`config.mk`:
```
export PLATFORM = sky130hd
export DESIGN_NAME = tap_debug_access
export DESIGN_NICKNAME = d
export VERILOG_FILES = /design/src/tap_pkg.sv /design/src/tap_debug_access.sv
export VERILOG_INCLUDE_DIRS = /design/src /design/src/src
export SDC_FILE = /design/constraint.sdc
export NUM_CORES = 1
export LEC_CHECK = 0
export BUFFER_PORTS_ARGS = -buffer_cell sky130_fd_sc_hd__buf_2
export CAP_MARGIN = 20
export CORE_MARGIN = 8
export CORE_UTILIZATION = 23
export CTS_BUF_LIST = sky130_fd_sc_hd__clkbuf_8
export CTS_CLUSTER_SIZE = 16
export DETAILED_ROUTE_END_ITERATION = 8
export SETUP_SLACK_MARGIN = 0.2
export SKIP_LAST_GASP = 1
export SLEW_MARGIN = 10
export SYNTH_ARGS = -nofsm -noshare
export SYNTH_HDL_FRONTEND = slang
export SYNTH_SLANG_ARGS = --single-unit
```
`constraint.sdc`:
```
create_clock -name clk_sys -period 2.9 [get_ports clk_sys]
set_clock_uncertainty 0.15 [all_clocks]
set_input_delay 0.58 -clock clk_sys [delete_from_list [all_inputs] [get_ports clk_sys]]
set_output_delay 0.58 -clock clk_sys [all_outputs]
set_load 0.02 [all_outputs]
```
`src/tap_cfg.svh`:
```
`ifndef TAP_CFG_SVH
`define TAP_CFG_SVH
// instruction register width and captured value
`define IR_W 4
`define IR_CAPTURE 4'h1
`define IR_RESET_VALUE 4'hF
// debug opcodes
`define OP_DEBUG_A 4'h8
`define OP_DEBUG_B 4'h9
`define OP_DEBUG_C 4'hA
`define OP_DEBUG_D 4'hB
// debug scan chain widths
`define CPU_CHAIN_W 16
`define BP_CHAIN_W 36
`define BP_ADDR_W 16
`define COMM_W 8
`define COMM_DIRTY_BIT 7
`endif

```
`src/tap_pkg.sv`:
```
package tap_pkg;
   // tap controller states, gray-ish along the usual path
   typedef enum logic [3:0] {
      ST_RESET = 4'hF, ST_IDLE = 4'hC, ST_SEL_DR = 4'h7, ST_CAP_DR = 4'h6,
      ST_SHIFT_DR = 4'h2, ST_EXIT1_DR = 4'h1, ST_PAUSE_DR = 4'h3, ST_EXIT2_DR = 4'h0,
      ST_UPD_DR = 4'h5, ST_SEL_IR = 4'h4, ST_CAP_IR = 4'hE, ST_SHIFT_IR = 4'hA,
      ST_EXIT1_IR = 4'h9, ST_PAUSE_IR = 4'hB, ST_EXIT2_IR = 4'h8, ST_UPD_IR = 4'hD
   } tap_state_e;

   // break point unit configuration
   typedef struct packed {
      logic flow_break;
      logic single_step;
      logic [1:0] mode;
      logic [15:0] addr_c;
      logic [15:0] addr_d;
   } bp_cfg_s;

   // enable gating inputs
   typedef struct packed {
      logic tap_enable_fuse;
      logic tap_disable_bit;
      logic debug_enable_fuse;
      logic lock_bit_one;
      logic lock_bit_two;
   } sec_s;
endpackage

```
`src/tap_debug_access.sv`:
```
`timescale 1ns/1ps
`include "tap_cfg.svh"
module tap_debug_access (
   input wire logic clk_sys,
   input wire logic arst_n,
   input wire logic tms_pin,
   input wire logic tck_pin,
   input wire logic tdi_pin,
   output logic tdo_out,
   output logic tdo_oe_n,
   input wire tap_pkg::sec_s sec,
   input wire logic chip_erased,
   input wire logic [`COMM_W-2:0] comm_from_cpu,
   input wire logic comm_write,
   input wire logic [`CPU_CHAIN_W-1:0] cpu_chain_capture,
   output logic tap_active,
   output logic pins_pullup,
   output logic debug_active,
   output logic debug_fuse_prog_ok,
   output logic [`IR_W-1:0] instr,
   output logic [`CPU_CHAIN_W-1:0] cpu_inject,
   output logic cpu_inject_stb,
   output logic idle_run,
   output tap_pkg::bp_cfg_s bp_cfg,
   output logic [`COMM_W-1:0] comm_to_cpu
);

   // ----------------------------------------
   // pin synchronisers and edge detection
   // ----------------------------------------
   logic [1:0] tck_sync_reg, tms_sync_reg, tdi_sync_reg;
   logic tck_prev_reg;
   logic tck_rise, tck_fall;

   // two flops per pin; only three input pins (tck, tms, tdi) are synchronised
   always_ff @(posedge clk_sys or negedge arst_n)
   begin
      if (!arst_n)
      begin
         tck_sync_reg <= 2'h0;
         tms_sync_reg <= 2'h3;
         tdi_sync_reg <= 2'h3;
         tck_prev_reg <= 1'b0;
      end
      else
      begin
         tck_sync_reg <= {tck_sync_reg[0], tck_pin};
         tms_sync_reg <= {tms_sync_reg[0], tms_pin};
         tdi_sync_reg <= {tdi_sync_reg[0], tdi_pin};
         tck_prev_reg <= tck_sync_reg[1];
      end
   end

   assign tck_rise = tck_sync_reg[1] & ~tck_prev_reg;
   assign tck_fall = ~tck_sync_reg[1] & tck_prev_reg;

   // ----------------------------------------
   // enable gating
   // ----------------------------------------
   logic tap_en, dbg_en;
   assign tap_en = sec.tap_enable_fuse & ~sec.tap_disable_bit;
   assign dbg_en = tap_en & sec.debug_enable_fuse & ~sec.lock_bit_one & ~sec.lock_bit_two;

   // status outputs
   always_ff @(posedge clk_sys or negedge arst_n)
   begin
      if (!arst_n)
      begin
         tap_active <= 1'b0;
         pins_pullup <= 1'b0;
         debug_active <= 1'b0;
         debug_fuse_prog_ok <= 1'b0;
      end
      else
      begin
         tap_active <= tap_en;
         pins_pullup <= tap_en;
         debug_active <= dbg_en;
         debug_fuse_prog_ok <= chip_erased | ~(sec.lock_bit_one | sec.lock_bit_two);
      end
   end

   // ----------------------------------------
   // tap state machine
   // ----------------------------------------
   tap_pkg::tap_state_e state_reg, state_next;
   logic tms;
   assign tms = tms_sync_reg[1];

   // next state from tms
   always_comb
   begin
      case (state_reg)
         tap_pkg::ST_RESET: state_next = tms ? tap_pkg::ST_RESET : tap_pkg::ST_IDLE;
         tap_pkg::ST_IDLE: state_next = tms ? tap_pkg::ST_SEL_DR : tap_pkg::ST_IDLE;
         tap_pkg::ST_SEL_DR: state_next = tms ? tap_pkg::ST_SEL_IR : tap_pkg::ST_CAP_DR;
         tap_pkg::ST_CAP_DR: state_next = tms ? tap_pkg::ST_EXIT1_DR : tap_pkg::ST_SHIFT_DR;
         tap_pkg::ST_SHIFT_DR: state_next = tms ? tap_pkg::ST_EXIT1_DR : tap_pkg::ST_SHIFT_DR;
         tap_pkg::ST_EXIT1_DR: state_next = tms ? tap_pkg::ST_UPD_DR : tap_pkg::ST_PAUSE_DR;
         tap_pkg::ST_PAUSE_DR: state_next = tms ? tap_pkg::ST_EXIT2_DR : tap_pkg::ST_PAUSE_DR;
         tap_pkg::ST_EXIT2_DR: state_next = tms ? tap_pkg::ST_UPD_DR : tap_pkg::ST_SHIFT_DR;
         tap_pkg::ST_UPD_DR: state_next = tms ? tap_pkg::ST_SEL_DR : tap_pkg::ST_IDLE;
         tap_pkg::ST_SEL_IR: state_next = tms ? tap_pkg::ST_RESET : tap_pkg::ST_CAP_IR;
         tap_pkg::ST_CAP_IR: state_next = tms ? tap_pkg::ST_EXIT1_IR : tap_pkg::ST_SHIFT_IR;
         tap_pkg::ST_SHIFT_IR: state_next = tms ? tap_pkg::ST_EXIT1_IR : tap_pkg::ST_SHIFT_IR;
         tap_pkg::ST_EXIT1_IR: state_next = tms ? tap_pkg::ST_UPD_IR : tap_pkg::ST_PAUSE_IR;
         tap_pkg::ST_PAUSE_IR: state_next = tms ? tap_pkg::ST_EXIT2_IR : tap_pkg::ST_PAUSE_IR;
         tap_pkg::ST_EXIT2_IR: state_next = tms ? tap_pkg::ST_UPD_IR : tap_pkg::ST_SHIFT_IR;
         tap_pkg::ST_UPD_IR: state_next = tms ? tap_pkg::ST_SEL_DR : tap_pkg::ST_IDLE;
         default: state_next = tap_pkg::ST_RESET;
      endcase
   end

   // state register, held in reset while disabled
   always_ff @(posedge clk_sys or negedge arst_n)
   begin
      if (!arst_n)
         state_reg <= tap_pkg::ST_RESET;
      else if (!tap_en)
         state_reg <= tap_pkg::ST_RESET;
      else if (tck_rise)
         state_reg <= state_next;
   end

   // ----------------------------------------
   // instruction register
   // ----------------------------------------
   logic [`IR_W-1:0] ir_shift_reg;
   logic is_dbg_op;

   // capture, shift lsb first, update; the reset state reloads both registers
   always_ff @(posedge clk_sys or negedge arst_n)
   begin
      if (!arst_n)
      begin
         ir_shift_reg <= `IR_CAPTURE;
         instr <= `IR_RESET_VALUE;
      end
      else if (state_reg == tap_pkg::ST_RESET)
      begin
         ir_shift_reg <= `IR_CAPTURE;
         instr <= `IR_RESET_VALUE;
      end
      else if (tck_rise)
      begin
         if (state_reg == tap_pkg::ST_CAP_IR)
            ir_shift_reg <= `IR_CAPTURE;
         else if (state_reg == tap_pkg::ST_SHIFT_IR)
            ir_shift_reg <= {tdi_sync_reg[1], ir_shift_reg[`IR_W-1:1]};
         else if (state_reg == tap_pkg::ST_UPD_IR)
            instr <= ir_shift_reg;
      end
   end

   assign is_dbg_op = dbg_en && instr >= `OP_DEBUG_A && instr <= `OP_DEBUG_D;

   // ----------------------------------------
   // debug data registers
   // ----------------------------------------
   logic [`BP_CHAIN_W-1:0] dr_shift_reg;
   logic dr_lsb;
   logic [`COMM_W-1:0] comm_reg;
   logic host_read;

   // capture parallel values, shift lsb first
   always_ff @(posedge clk_sys or negedge arst_n)
   begin
      if (!arst_n)
         dr_shift_reg <= '0;
      else if (tck_rise && is_dbg_op)
      begin
         if (state_reg == tap_pkg::ST_CAP_DR)
         begin
            case (instr)
               `OP_DEBUG_A: dr_shift_reg <= {{(`BP_CHAIN_W-`CPU_CHAIN_W){1'b0}}, cpu_chain_capture};
               `OP_DEBUG_B: dr_shift_reg <= bp_cfg;
               `OP_DEBUG_C: dr_shift_reg <= {{(`BP_CHAIN_W-`COMM_W){1'b0}}, comm_reg};
               default: dr_shift_reg <= '0;
            endcase
         end
         else if (state_reg == tap_pkg::ST_SHIFT_DR)
         begin
            case (instr)
               `OP_DEBUG_A: dr_shift_reg[`CPU_CHAIN_W-1:0] <=
                  {tdi_sync_reg[1], dr_shift_reg[`CPU_CHAIN_W-1:1]};
               `OP_DEBUG_C: dr_shift_reg[`COMM_W-1:0] <= {tdi_sync_reg[1], dr_shift_reg[`COMM_W-1:1]};
               default: dr_shift_reg <= {tdi_sync_reg[1], dr_shift_reg[`BP_CHAIN_W-1:1]};
            endcase
         end
      end
   end

   assign dr_lsb = dr_shift_reg[0];
   assign host_read = tck_rise && is_dbg_op && instr == `OP_DEBUG_C && state_reg == tap_pkg::ST_UPD_DR;

   // update latched outputs in Update-DR; bp_cfg also clears while debug is disabled
   always_ff @(posedge clk_sys or negedge arst_n)
   begin
      if (!arst_n)
      begin
         cpu_inject <= '0;
         cpu_inject_stb <= 1'b0;
         bp_cfg <= '0;
         comm_to_cpu <= '0;
      end
      else
      begin
         cpu_inject_stb <= 1'b0;
         if (!dbg_en)
            bp_cfg <= '0;
         else if (tck_rise && is_dbg_op && state_reg == tap_pkg::ST_UPD_DR)
         begin
            case (instr)
               `OP_DEBUG_A:
               begin
                  cpu_inject <= dr_shift_reg[`CPU_CHAIN_W-1:0];
                  cpu_inject_stb <= 1'b1;
               end
               `OP_DEBUG_B: bp_cfg <= dr_shift_reg;
               `OP_DEBUG_C: comm_to_cpu <= dr_shift_reg[`COMM_W-1:0];
               default: cpu_inject_stb <= 1'b0;
            endcase
         end
      end
   end

   // cpu to debugger byte with dirty flag; set wins over clear
   always_ff @(posedge clk_sys or negedge arst_n)
   begin
      if (!arst_n)
         comm_reg <= '0;
      else if (comm_write)
         comm_reg <= {1'b1, comm_from_cpu};
      else if (host_read)
         comm_reg[`COMM_DIRTY_BIT] <= 1'b0;
   end

   // run-test/idle action indicator
   always_ff @(posedge clk_sys or negedge arst_n)
   begin
      if (!arst_n)
         idle_run <= 1'b0;
      else
         idle_run <= is_dbg_op && state_reg == tap_pkg::ST_IDLE;
   end

   // ----------------------------------------
   // tdo output, changes on falling tck
   // ----------------------------------------
   always_ff @(posedge clk_sys or negedge arst_n)
   begin
      if (!arst_n)
      begin
         tdo_out <= 1'b1;
         tdo_oe_n <= 1'b1;
      end
      else if (!tap_en)
      begin
         tdo_out <= 1'b1;
         tdo_oe_n <= 1'b1;
      end
      else if (tck_fall)
      begin
         if (state_reg == tap_pkg::ST_SHIFT_IR)
         begin
            tdo_out <= ir_shift_reg[0];
            tdo_oe_n <= 1'b0;
         end
         else if (state_reg == tap_pkg::ST_SHIFT_DR)
         begin
            tdo_out <= is_dbg_op ? dr_lsb : 1'b0;
            tdo_oe_n <= 1'b0;
         end
         else
         begin
            tdo_out <= 1'b1;
            tdo_oe_n <= 1'b1;
         end
      end
   end

endmodule

```
* Word level (Yosys, flattened, before mapping) *
Index checks and enable logic that the tools add are counted.

word-level totals
  RAM bits = 0
  word-level logic and storage cells = 140
  memory bits (read-only) = 0
  input port bits = 35
  memories kept = 0
  register bits after elaboration = 130
  latch bits = 0
  output and inout bits = 72

cells by class
  eq/ne operators = 26
  divide/modulo/power cells = 0
  magnitude comparators = 2
  reduce and logical (&&, ||, !) cells = 25
  add/sub/neg operators = 0
  shift-type cells = 0
  bitwise operators = 14
  multiplexer cells = 47
  multiply operators = 0

operators by type and width
  operator            number
  $mux 36             5
  $pmux 36 s3         1
  $mux 4              12
  $pmux 4 s12         1
  $eq 4x4->1 const B  11
  $mux 20             1
  $eq 4x3->1 const B  4
  $pmux 8 s2          1
  $mux 1              15
  $mux 2              6
  $mux 3              4
  $reduce_and 3->1    4
  $ne 2x2->1 const B  5
  $eq 4x2->1 const B  2
  $mux 8              1
  $reduce_bool 2->1   4
  $logic_and 1x1->1   7
  $and 1x1->1         6
  $ne 2x1->1 const B  3
  $not 1->1           6
  $reduce_and 2->1    3
  $reduce_or 2->1     3
  $eq 4x1->1 const B  1
  $ge 4x4->1 const B  1
  6 further kinds     7

* Longest topological paths before layout *
Gate-level depths: netlist of the first run.

  depth in word-level cells = 12
  gate-level depth with buffers = 7

* Worst setup path before layout of the first run *
OpenSTA, ideal clock, no wires.

  path kind = in2reg
  from = in sec[3] (netlist bit)
  to = reg cpu_inject[10]
  stages on the path = 5
  setup slack = 0.603 ns
  path buffers = 1
  required time = 2.625 ns
  library setup time = 0.125 ns
  arrival time = 2.022 ns
  path through = nor4b_4 nand4_4 nor4_4 buf_6 mux2_4

between the ends
  longest elaborated chain between the ends = 10

RTL lines
  what                                       line                     text
  start: declaration                         tap_debug_access.sv:11   input wire tap_pkg::sec_s sec,
  $not 1->1 (*)                              tap_debug_access.sv:61   assign tap_en = sec.tap_enable_fuse & ~sec.tap_disable_bit;
  $and 1x1->1 (*)                            tap_debug_access.sv:61
  $and 1x1->1 (*) (3 in series)              tap_debug_access.sv:62   assign dbg_en = tap_en & sec.debug_enable_fuse & ~sec.lock_bit_one & ~sec.lock_bit_two;
  $logic_and 1x1->1 (no line) (2 in series)  n/a
  $logic_and 1x1->1 (2 in series)            tap_debug_access.sv:211  else if (tck_rise && is_dbg_op && state_reg == tap_pkg::ST_UPD_DR)
  $reduce_and 3->1 (no line) (*)             n/a
  end signal: assignment                     tap_debug_access.sv:216  cpu_inject <= dr_shift_reg[`CPU_CHAIN_W-1:0];
  end: declaration                           tap_debug_access.sv:21   output logic [`CPU_CHAIN_W-1:0] cpu_inject,

Every way passes the cells marked *; elsewhere a longest branch is shown, timed or not.
A chain may end at the register's enable or synchronous reset.

* Worst setup path in the final report of the first run *
  from = reg instr[0]
  to = out instr[0]

RTL lines
  what                      line                     text
  start: declaration        tap_debug_access.sv:20   output logic [`IR_W-1:0] instr,
  start signal: assignment  tap_debug_access.sv:137  instr <= `IR_RESET_VALUE;
  start signal: assignment  tap_debug_access.sv:142  instr <= `IR_RESET_VALUE;
  start signal: assignment  tap_debug_access.sv:151  instr <= ir_shift_reg;

No word-level cell between the ends.

==> results of run 1 <==
[cell usage after synthesis (3+ instances only)]
library cell  count  area share (%)
o2bb2ai_1         7             1.1
o22a_1            7             1.1
mux2_2           50             9.6
dfrtp_1         115              49
mux2_4            9             2.3
a31oi_1           3            0.32
dfstp_2          15             6.8
a211oi_1          3            0.39
inv_1             4            0.26
a21oi_1          12             1.0
clkbuf_1         22             1.4
mux2i_1          17             2.9
buf_2             9            0.77
a22o_1           36             5.4
o21ai_0          22             1.9
nand2_1          73             4.7
buf_4             4            0.51
nor4bb_1          3            0.51
nand2b_1          6            0.64
nor2_1            8            0.51
nand3_1          21             1.8
nor2b_1          10             1.1
[worst paths after layout]
kind / to / startpoint / cells past startpoint
worst max-delay path: instr[0] / instr[0]$_DFFE_PN1P_ / 2
max in group asynchronous: tdi_sync_reg[0]$_DFF_PN1_ / arst_n / 3
worst min register to register: tck_sync_reg[1]$_DFF_PN0_ / tck_sync_reg[0]$_DFF_PN0_ / 0
worst min-delay path: tms_sync_reg[0]$_DFF_PN1_ / tms_pin / 1
min in group asynchronous: cpu_inject[0]$_DFFE_PN0P_ / arst_n / 2
worst max register to register: dr_shift_reg[13]$_DFFE_PN0P_ / state_reg[2]$_DFFE_PN1P_ / 6
[where the power goes]
group	switching, W	total, W	leakage [nW]	internal, W
clock network	0.000800	0.00177	0.209	0.000971
logic	0.0000766	0.000126	1.81	0.0000495
registers	0.0000168	0.00185	1.73	0.00184
[worst max-delay path: cells and delay by family, from the launching register on]
family   cells  cell delay, ns
buf+inv      2            0.57
flops        1            0.79
[stage by stage]
step	setup slack [ns]	util, %
after floorplan	0.603	-
after global placement	0.387	27.4
after detailed placement	0.344	27.4
after CTS	0.328	29.2
after global routing	0.259	29.2
final	0.354	29.2
[layer usage]
metal | global-route usage (%) | up-vias | wire length (um)
li1 | - | 1994 | -
met1 | 14.6 | 2154 | 7800
met2 | 16.0 | 111 | 7340
met3 | 4.06 | 20 | 1040
met4 | 4.38 | 2 | 311
met5 | 0 | - | 11
[cell type report]
type                    instances  area share, %
inverters                       4          0.205
clock buffers                  18           3.39
diodes                          1         0.0342
clock inverters                14           2.75
repair buffers                125           10.0
flip-flops and latches        130           44.7
multi-input cells             321           33.3
well taps                     330           5.64
[cell families after synthesis]
logic type             synth area share (%)
and+or+nand+nor                        13.1
muxes                                  14.9
buffers and inverters                  3.15
DFF                                    56.0
AOI/OAI and AO/OA                      12.8
==> results.sh, run 1 <==
export IMPL_yosysWarnings=0
export IMPL_viasPerCell=4.54
export IMPL_instances_no_fill=943
export IMPL_async_flop_share_pct=100
export IMPL_drv_cap=0
export IMPL_power_density_nw_per_um2=512
export IMPL_cts_sinks=130
export IMPL_fin_setup_tns_ns=0
export IMPL_synth_area_um2=5840
export IMPL_detailed_place_area_um2=6860
export IMPL_synthFlopType="dfrtp_1"
export IMPL_dr_pass1_iters=4
export IMPL_yosysUniqueCellTypes=53
export IMPL_postLayoutCellArea_um2=7320
export IMPL_rrSetupSlack_ns=0.58
export IMPL_slowest_delay_ns=0.79
export IMPL_overflow=0
export IMPL_syn2layout_area_growth_pct=25.4
export IMPL_drive_gt1_share_pct=39.9
export IMPL_grt_pass1_vias=4478
export IMPL_die_h_um=175
export IMPL_relSlewSlack_pct=56.3
export IMPL_critical_path_class="reg2out"
export IMPL_drv_slew=0
export IMPL_tightest_slew_ns=0.654
export IMPL_grt_max_degree=58
export IMPL_grt_pass1_wl_um=26300
export IMPL_layout_nets=634
export IMPL_die_w_um=175
export IMPL_cts_max_level=4
export IMPL_cts_root_buf="clkbuf_8"
export IMPL_rsz0062_at_grt="false"
export IMPL_ant_nets=0
export IMPL_drc_errors=0
export IMPL_drtIter0Drc=276
export IMPL_routed_wl_um=16500
export IMPL_finalWeightedCongestion=0.767
export IMPL_vdd_ir_drop_max_uv=244
export IMPL_cts_setup_buffers=0
export IMPL_crit_path_end_kind="output pin"
export IMPL_initial_utilization_pct=23.3
export IMPL_setup_violations=0
export IMPL_port_buffers=106
export IMPL_p_leak_nw=3.75
export IMPL_synth_nets=526
export IMPL_vias=4281
export IMPL_max_freq_mhz=393
export IMPL_final_common_cell="dfrtp_1"
export IMPL_clk_pin_slew_worst_paths_ns=0.08
export IMPL_cts_made_buffers=17
export IMPL_synth_avg_cell_area_um2=11.9
export IMPL_status="complete, no violations"
export IMPL_worst_ep_required_time_ns=2.17
export IMPL_period_needed_ns=2.55
export IMPL_cp_cell_sequence="buf_4 -> buf_2"
export IMPL_dp_hpwl_um=11300
export IMPL_power_w=0.00375
export IMPL_multi_input_area_um2=2430
export IMPL_min_period_over_period_pct=87.8
export IMPL_layout_common_cells="dfrtp_1 (115), buf_2 (105), nand2_1 (73), mux2_2 (50), a22o_1 (36)"
export IMPL_hold_path_class="in2reg"
export IMPL_clkLatencyLatePin_ns=0.45
export IMPL_ys_seq_area_share_pct=56.0
export IMPL_crit_fanout=15
export IMPL_cts_tree="done"
export IMPL_antenna_found_initial=2
export IMPL_synth_edf_count=0
export IMPL_hold_violations=0
export IMPL_cp_start_kind="flip-flop"
export IMPL_cp_arrival_ns=1.82
export IMPL_seq_area_um2=3270
export IMPL_cts_hold_buf=1
export IMPL_design_die_area_um2=30700
export IMPL_fillers=2582
export IMPL_syn_instance_count=491
export IMPL_whs_ns=0.0875
export IMPL_synth_seq_cells=130
export IMPL_ios=107
export IMPL_ctsResizeCount=0
export IMPL_num_rows=58
export IMPL_detail_route_wl_per_cell_um=17.5
export IMPL_grt_usage_pct=11.0
export IMPL_slowest_stage="dfstp_2"
export IMPL_clk_path_buf_depth=2
export IMPL_core_area_um2=25000
export IMPL_dp_cells=909
Power figures use the tool's default switching activity.
==> inputs of run 2 (changes only) <==
--- a/config.mk
+++ b/config.mk
@@ -9,10 +9,10 @@
 export BUFFER_PORTS_ARGS = -buffer_cell sky130_fd_sc_hd__buf_2
 export CAP_MARGIN = 20
 export CORE_MARGIN = 8
-export CORE_UTILIZATION = 23
-export CTS_BUF_LIST = sky130_fd_sc_hd__clkbuf_8
+export CORE_UTILIZATION = 55
 export CTS_CLUSTER_SIZE = 16
 export DETAILED_ROUTE_END_ITERATION = 8
+export PLACE_DENSITY = 0.79
 export SETUP_SLACK_MARGIN = 0.2
 export SKIP_LAST_GASP = 1
 export SLEW_MARGIN = 10
==> run 2 against run 1 <==
- first-iteration DRC count grew 30%
- combinational power is essentially flat
- maximum frequency grew 9.6%
- global-route usage grew 10 points
- hold slack gained 0.023 ns
- largest cell class unchanged
- flip-flop and latch count is the same
- final cell count shrank 20%
- non-clock buffer count grew 2
- clock-buffer cell count is the same
- critical path depth grew 2
- clock power grew 16%
==> results.sh, run 2 (synthesis gave the netlist of run 1 again) <==
export IMPL_port_buffers=106
export IMPL_viasPerCell=5.92
export IMPL_status="complete, no violations"
export IMPL_power_w=0.00404
export IMPL_core_area_um2=10300
export IMPL_antenna_found_initial=0
export IMPL_fin_setup_tns_ns=0
export IMPL_routed_wl_um=14700
export IMPL_dr_pass1_iters=5
export IMPL_p_int_w=0.00312
export IMPL_switching_share_pct=22.7
export IMPL_cts_root_buf="clkbuf_8"
export IMPL_final_util_pct=69.8
export IMPL_grt_max_degree=48
export IMPL_crit_path_end_kind="flip-flop"
export IMPL_cts_sinks=130
export IMPL_hold_path_class="in2reg"
export IMPL_grt_pass1_vias=4562
export IMPL_max_freq_mhz=430
export IMPL_vias=4442
export IMPL_cts_made_buffers=17
export IMPL_initial_utilization_pct=56.6
export IMPL_power_density_nw_per_um2=561
export IMPL_grt_pass1_wl_um=24200
export IMPL_postLayoutCellArea_um2=7200
export IMPL_drv_slew=0
export IMPL_die_w_um=119
export IMPL_drc_errors=0
export IMPL_min_period_over_period_pct=80.1
export IMPL_drive_gt1_share_pct=39.4
export IMPL_cp_arrival_ns=2.58
export IMPL_cts_max_level=4
export IMPL_tightest_slew_ns=0.611
export IMPL_layout_common_cells="dfrtp_1 (115), buf_2 (105), nand2_1 (73), mux2_2 (50), a22o_1 (36)"
export IMPL_vdd_ir_drop_max_uv=365
export IMPL_rsz0062_at_grt="false"
export IMPL_hold_path_depth=2
export IMPL_die_h_um=119
export IMPL_period_needed_ns=2.32
export IMPL_instances_no_fill=750
export IMPL_final_common_cell="dfrtp_1"
export IMPL_ant_nets=0
export IMPL_dp_hpwl_um=9960
export IMPL_layout_nets=636
export IMPL_power_frac_clock_pct=50.9
export IMPL_ctsResizeCount=0
export IMPL_crit_fanout=14
export IMPL_setup_violations=0
export IMPL_drtIter0Drc=359
export IMPL_design_die_area_um2=14200
export IMPL_worstRegToRegCells=4
export IMPL_fillers=741
export IMPL_ios=107
export IMPL_relSlewSlack_pct=59.2
export IMPL_comb_power_share_pct=3.1
export IMPL_num_rows=37
export IMPL_clkLatencyLatePin_ns=0.52
export IMPL_syn2layout_area_growth_pct=23.4
export IMPL_detail_route_wl_per_cell_um=19.6
export IMPL_overflow=0
export IMPL_p_switching_w=0.000917
export IMPL_clk_path_buf_depth=2
export IMPL_worst_ep_required_time_ns=3.16
export IMPL_antenna_cells=0
export IMPL_cts_tree="done"
export IMPL_finalWeightedCongestion=0.854
export IMPL_hold_violations=0
export IMPL_grt_usage_pct=21.2
export IMPL_p_seq_share_pct=45.9
export IMPL_critical_path_class="reg2reg"
export IMPL_drv_cap=0
export IMPL_cp_start_kind="flip-flop"
export IMPL_p_leak_nw=3.81
export IMPL_dp_cells=714
export IMPL_detailed_place_area_um2=6590
export IMPL_clk_pin_slew_worst_paths_ns=0.06
## run 2: routing by layer
metal	up-vias	track usage [%]	routed length (um)
met1	2230	27.2	6330
met5	-	0	0
met3	30	7.04	1060
met4	0	7.83	305
li1	1992	-	-
met2	190	32.9	6990
## run 2: path summary, 6_finish.rpt
path | startpoint | end | slack (ns)
setup / recovery | state_reg[0]$_DFFE_PN1P_ | comm_to_cpu[6]$_DFFE_PN0P_ | 0.58
hold / removal | chip_erased | debug_fuse_prog_ok$_DFF_PN0_ | 0.11
setup reg to reg | state_reg[0]$_DFFE_PN1P_ | comm_to_cpu[6]$_DFFE_PN0P_ | 0.58
hold reg to reg | tck_sync_reg[0]$_DFF_PN0_ | tck_sync_reg[1]$_DFF_PN0_ | 0.20
max in group asynchronous | arst_n | tdi_sync_reg[0]$_DFF_PN1_ | 1.44
min in group asynchronous | arst_n | pins_pullup$_DFF_PN0_ | 0.46
## run 2: layout make-up
cell class / count / area (um^2) / share of cell area, %
sequential: 130 / 3270 / 45.4
inverter: 4 / 15.0 / 0.208
timing repair buffer: 127 / 738 / 10.2
clock buffer: 18 / 418 / 5.80
multi-input combinational: 321 / 2430 / 33.8
tap: 136 / 170 / 2.36
clock inverter: 14 / 156 / 2.17
## run 2: critical path, stage by stage, from the launching register on
cell and delay (ns):
dfstp_2 0.69, and3b_1 0.32, nand4_4 0.17, nor3_4 0.47, mux2_2 0.40
## run 2: through the flow
stage          hold slack [ns]  worst slack [ns]
2_1_floorplan            0.134             0.603
3_3_place_gp             0.186             0.375
3_5_place_dp             0.189             0.344
4_1_cts                 0.0915             0.560
5_1_grt                 0.0996             0.457
6_report                 0.111             0.576
## run 2: power groups by stage
stage	clock network (W)	registers, W	logic, W
4_1_cts	0.00209	0.00186	0.000128
3_3_place_gp	0	0.00189	0.000120
2_1_floorplan	0	0.00188	0.0000454
3_5_place_dp	0	0.00189	0.000124
5_1_grt	0.00217	0.00186	0.000140
6_report	0.00206	0.00186	0.000126
## run 2: timing repair
| item | 4_1_cts | 5_1_grt |
|---|---|---|
| hold buffers | 4 | 0 |
| setup buffers | 0 | 0 |
| endpoints found under the hold margin | 34 | 0 |
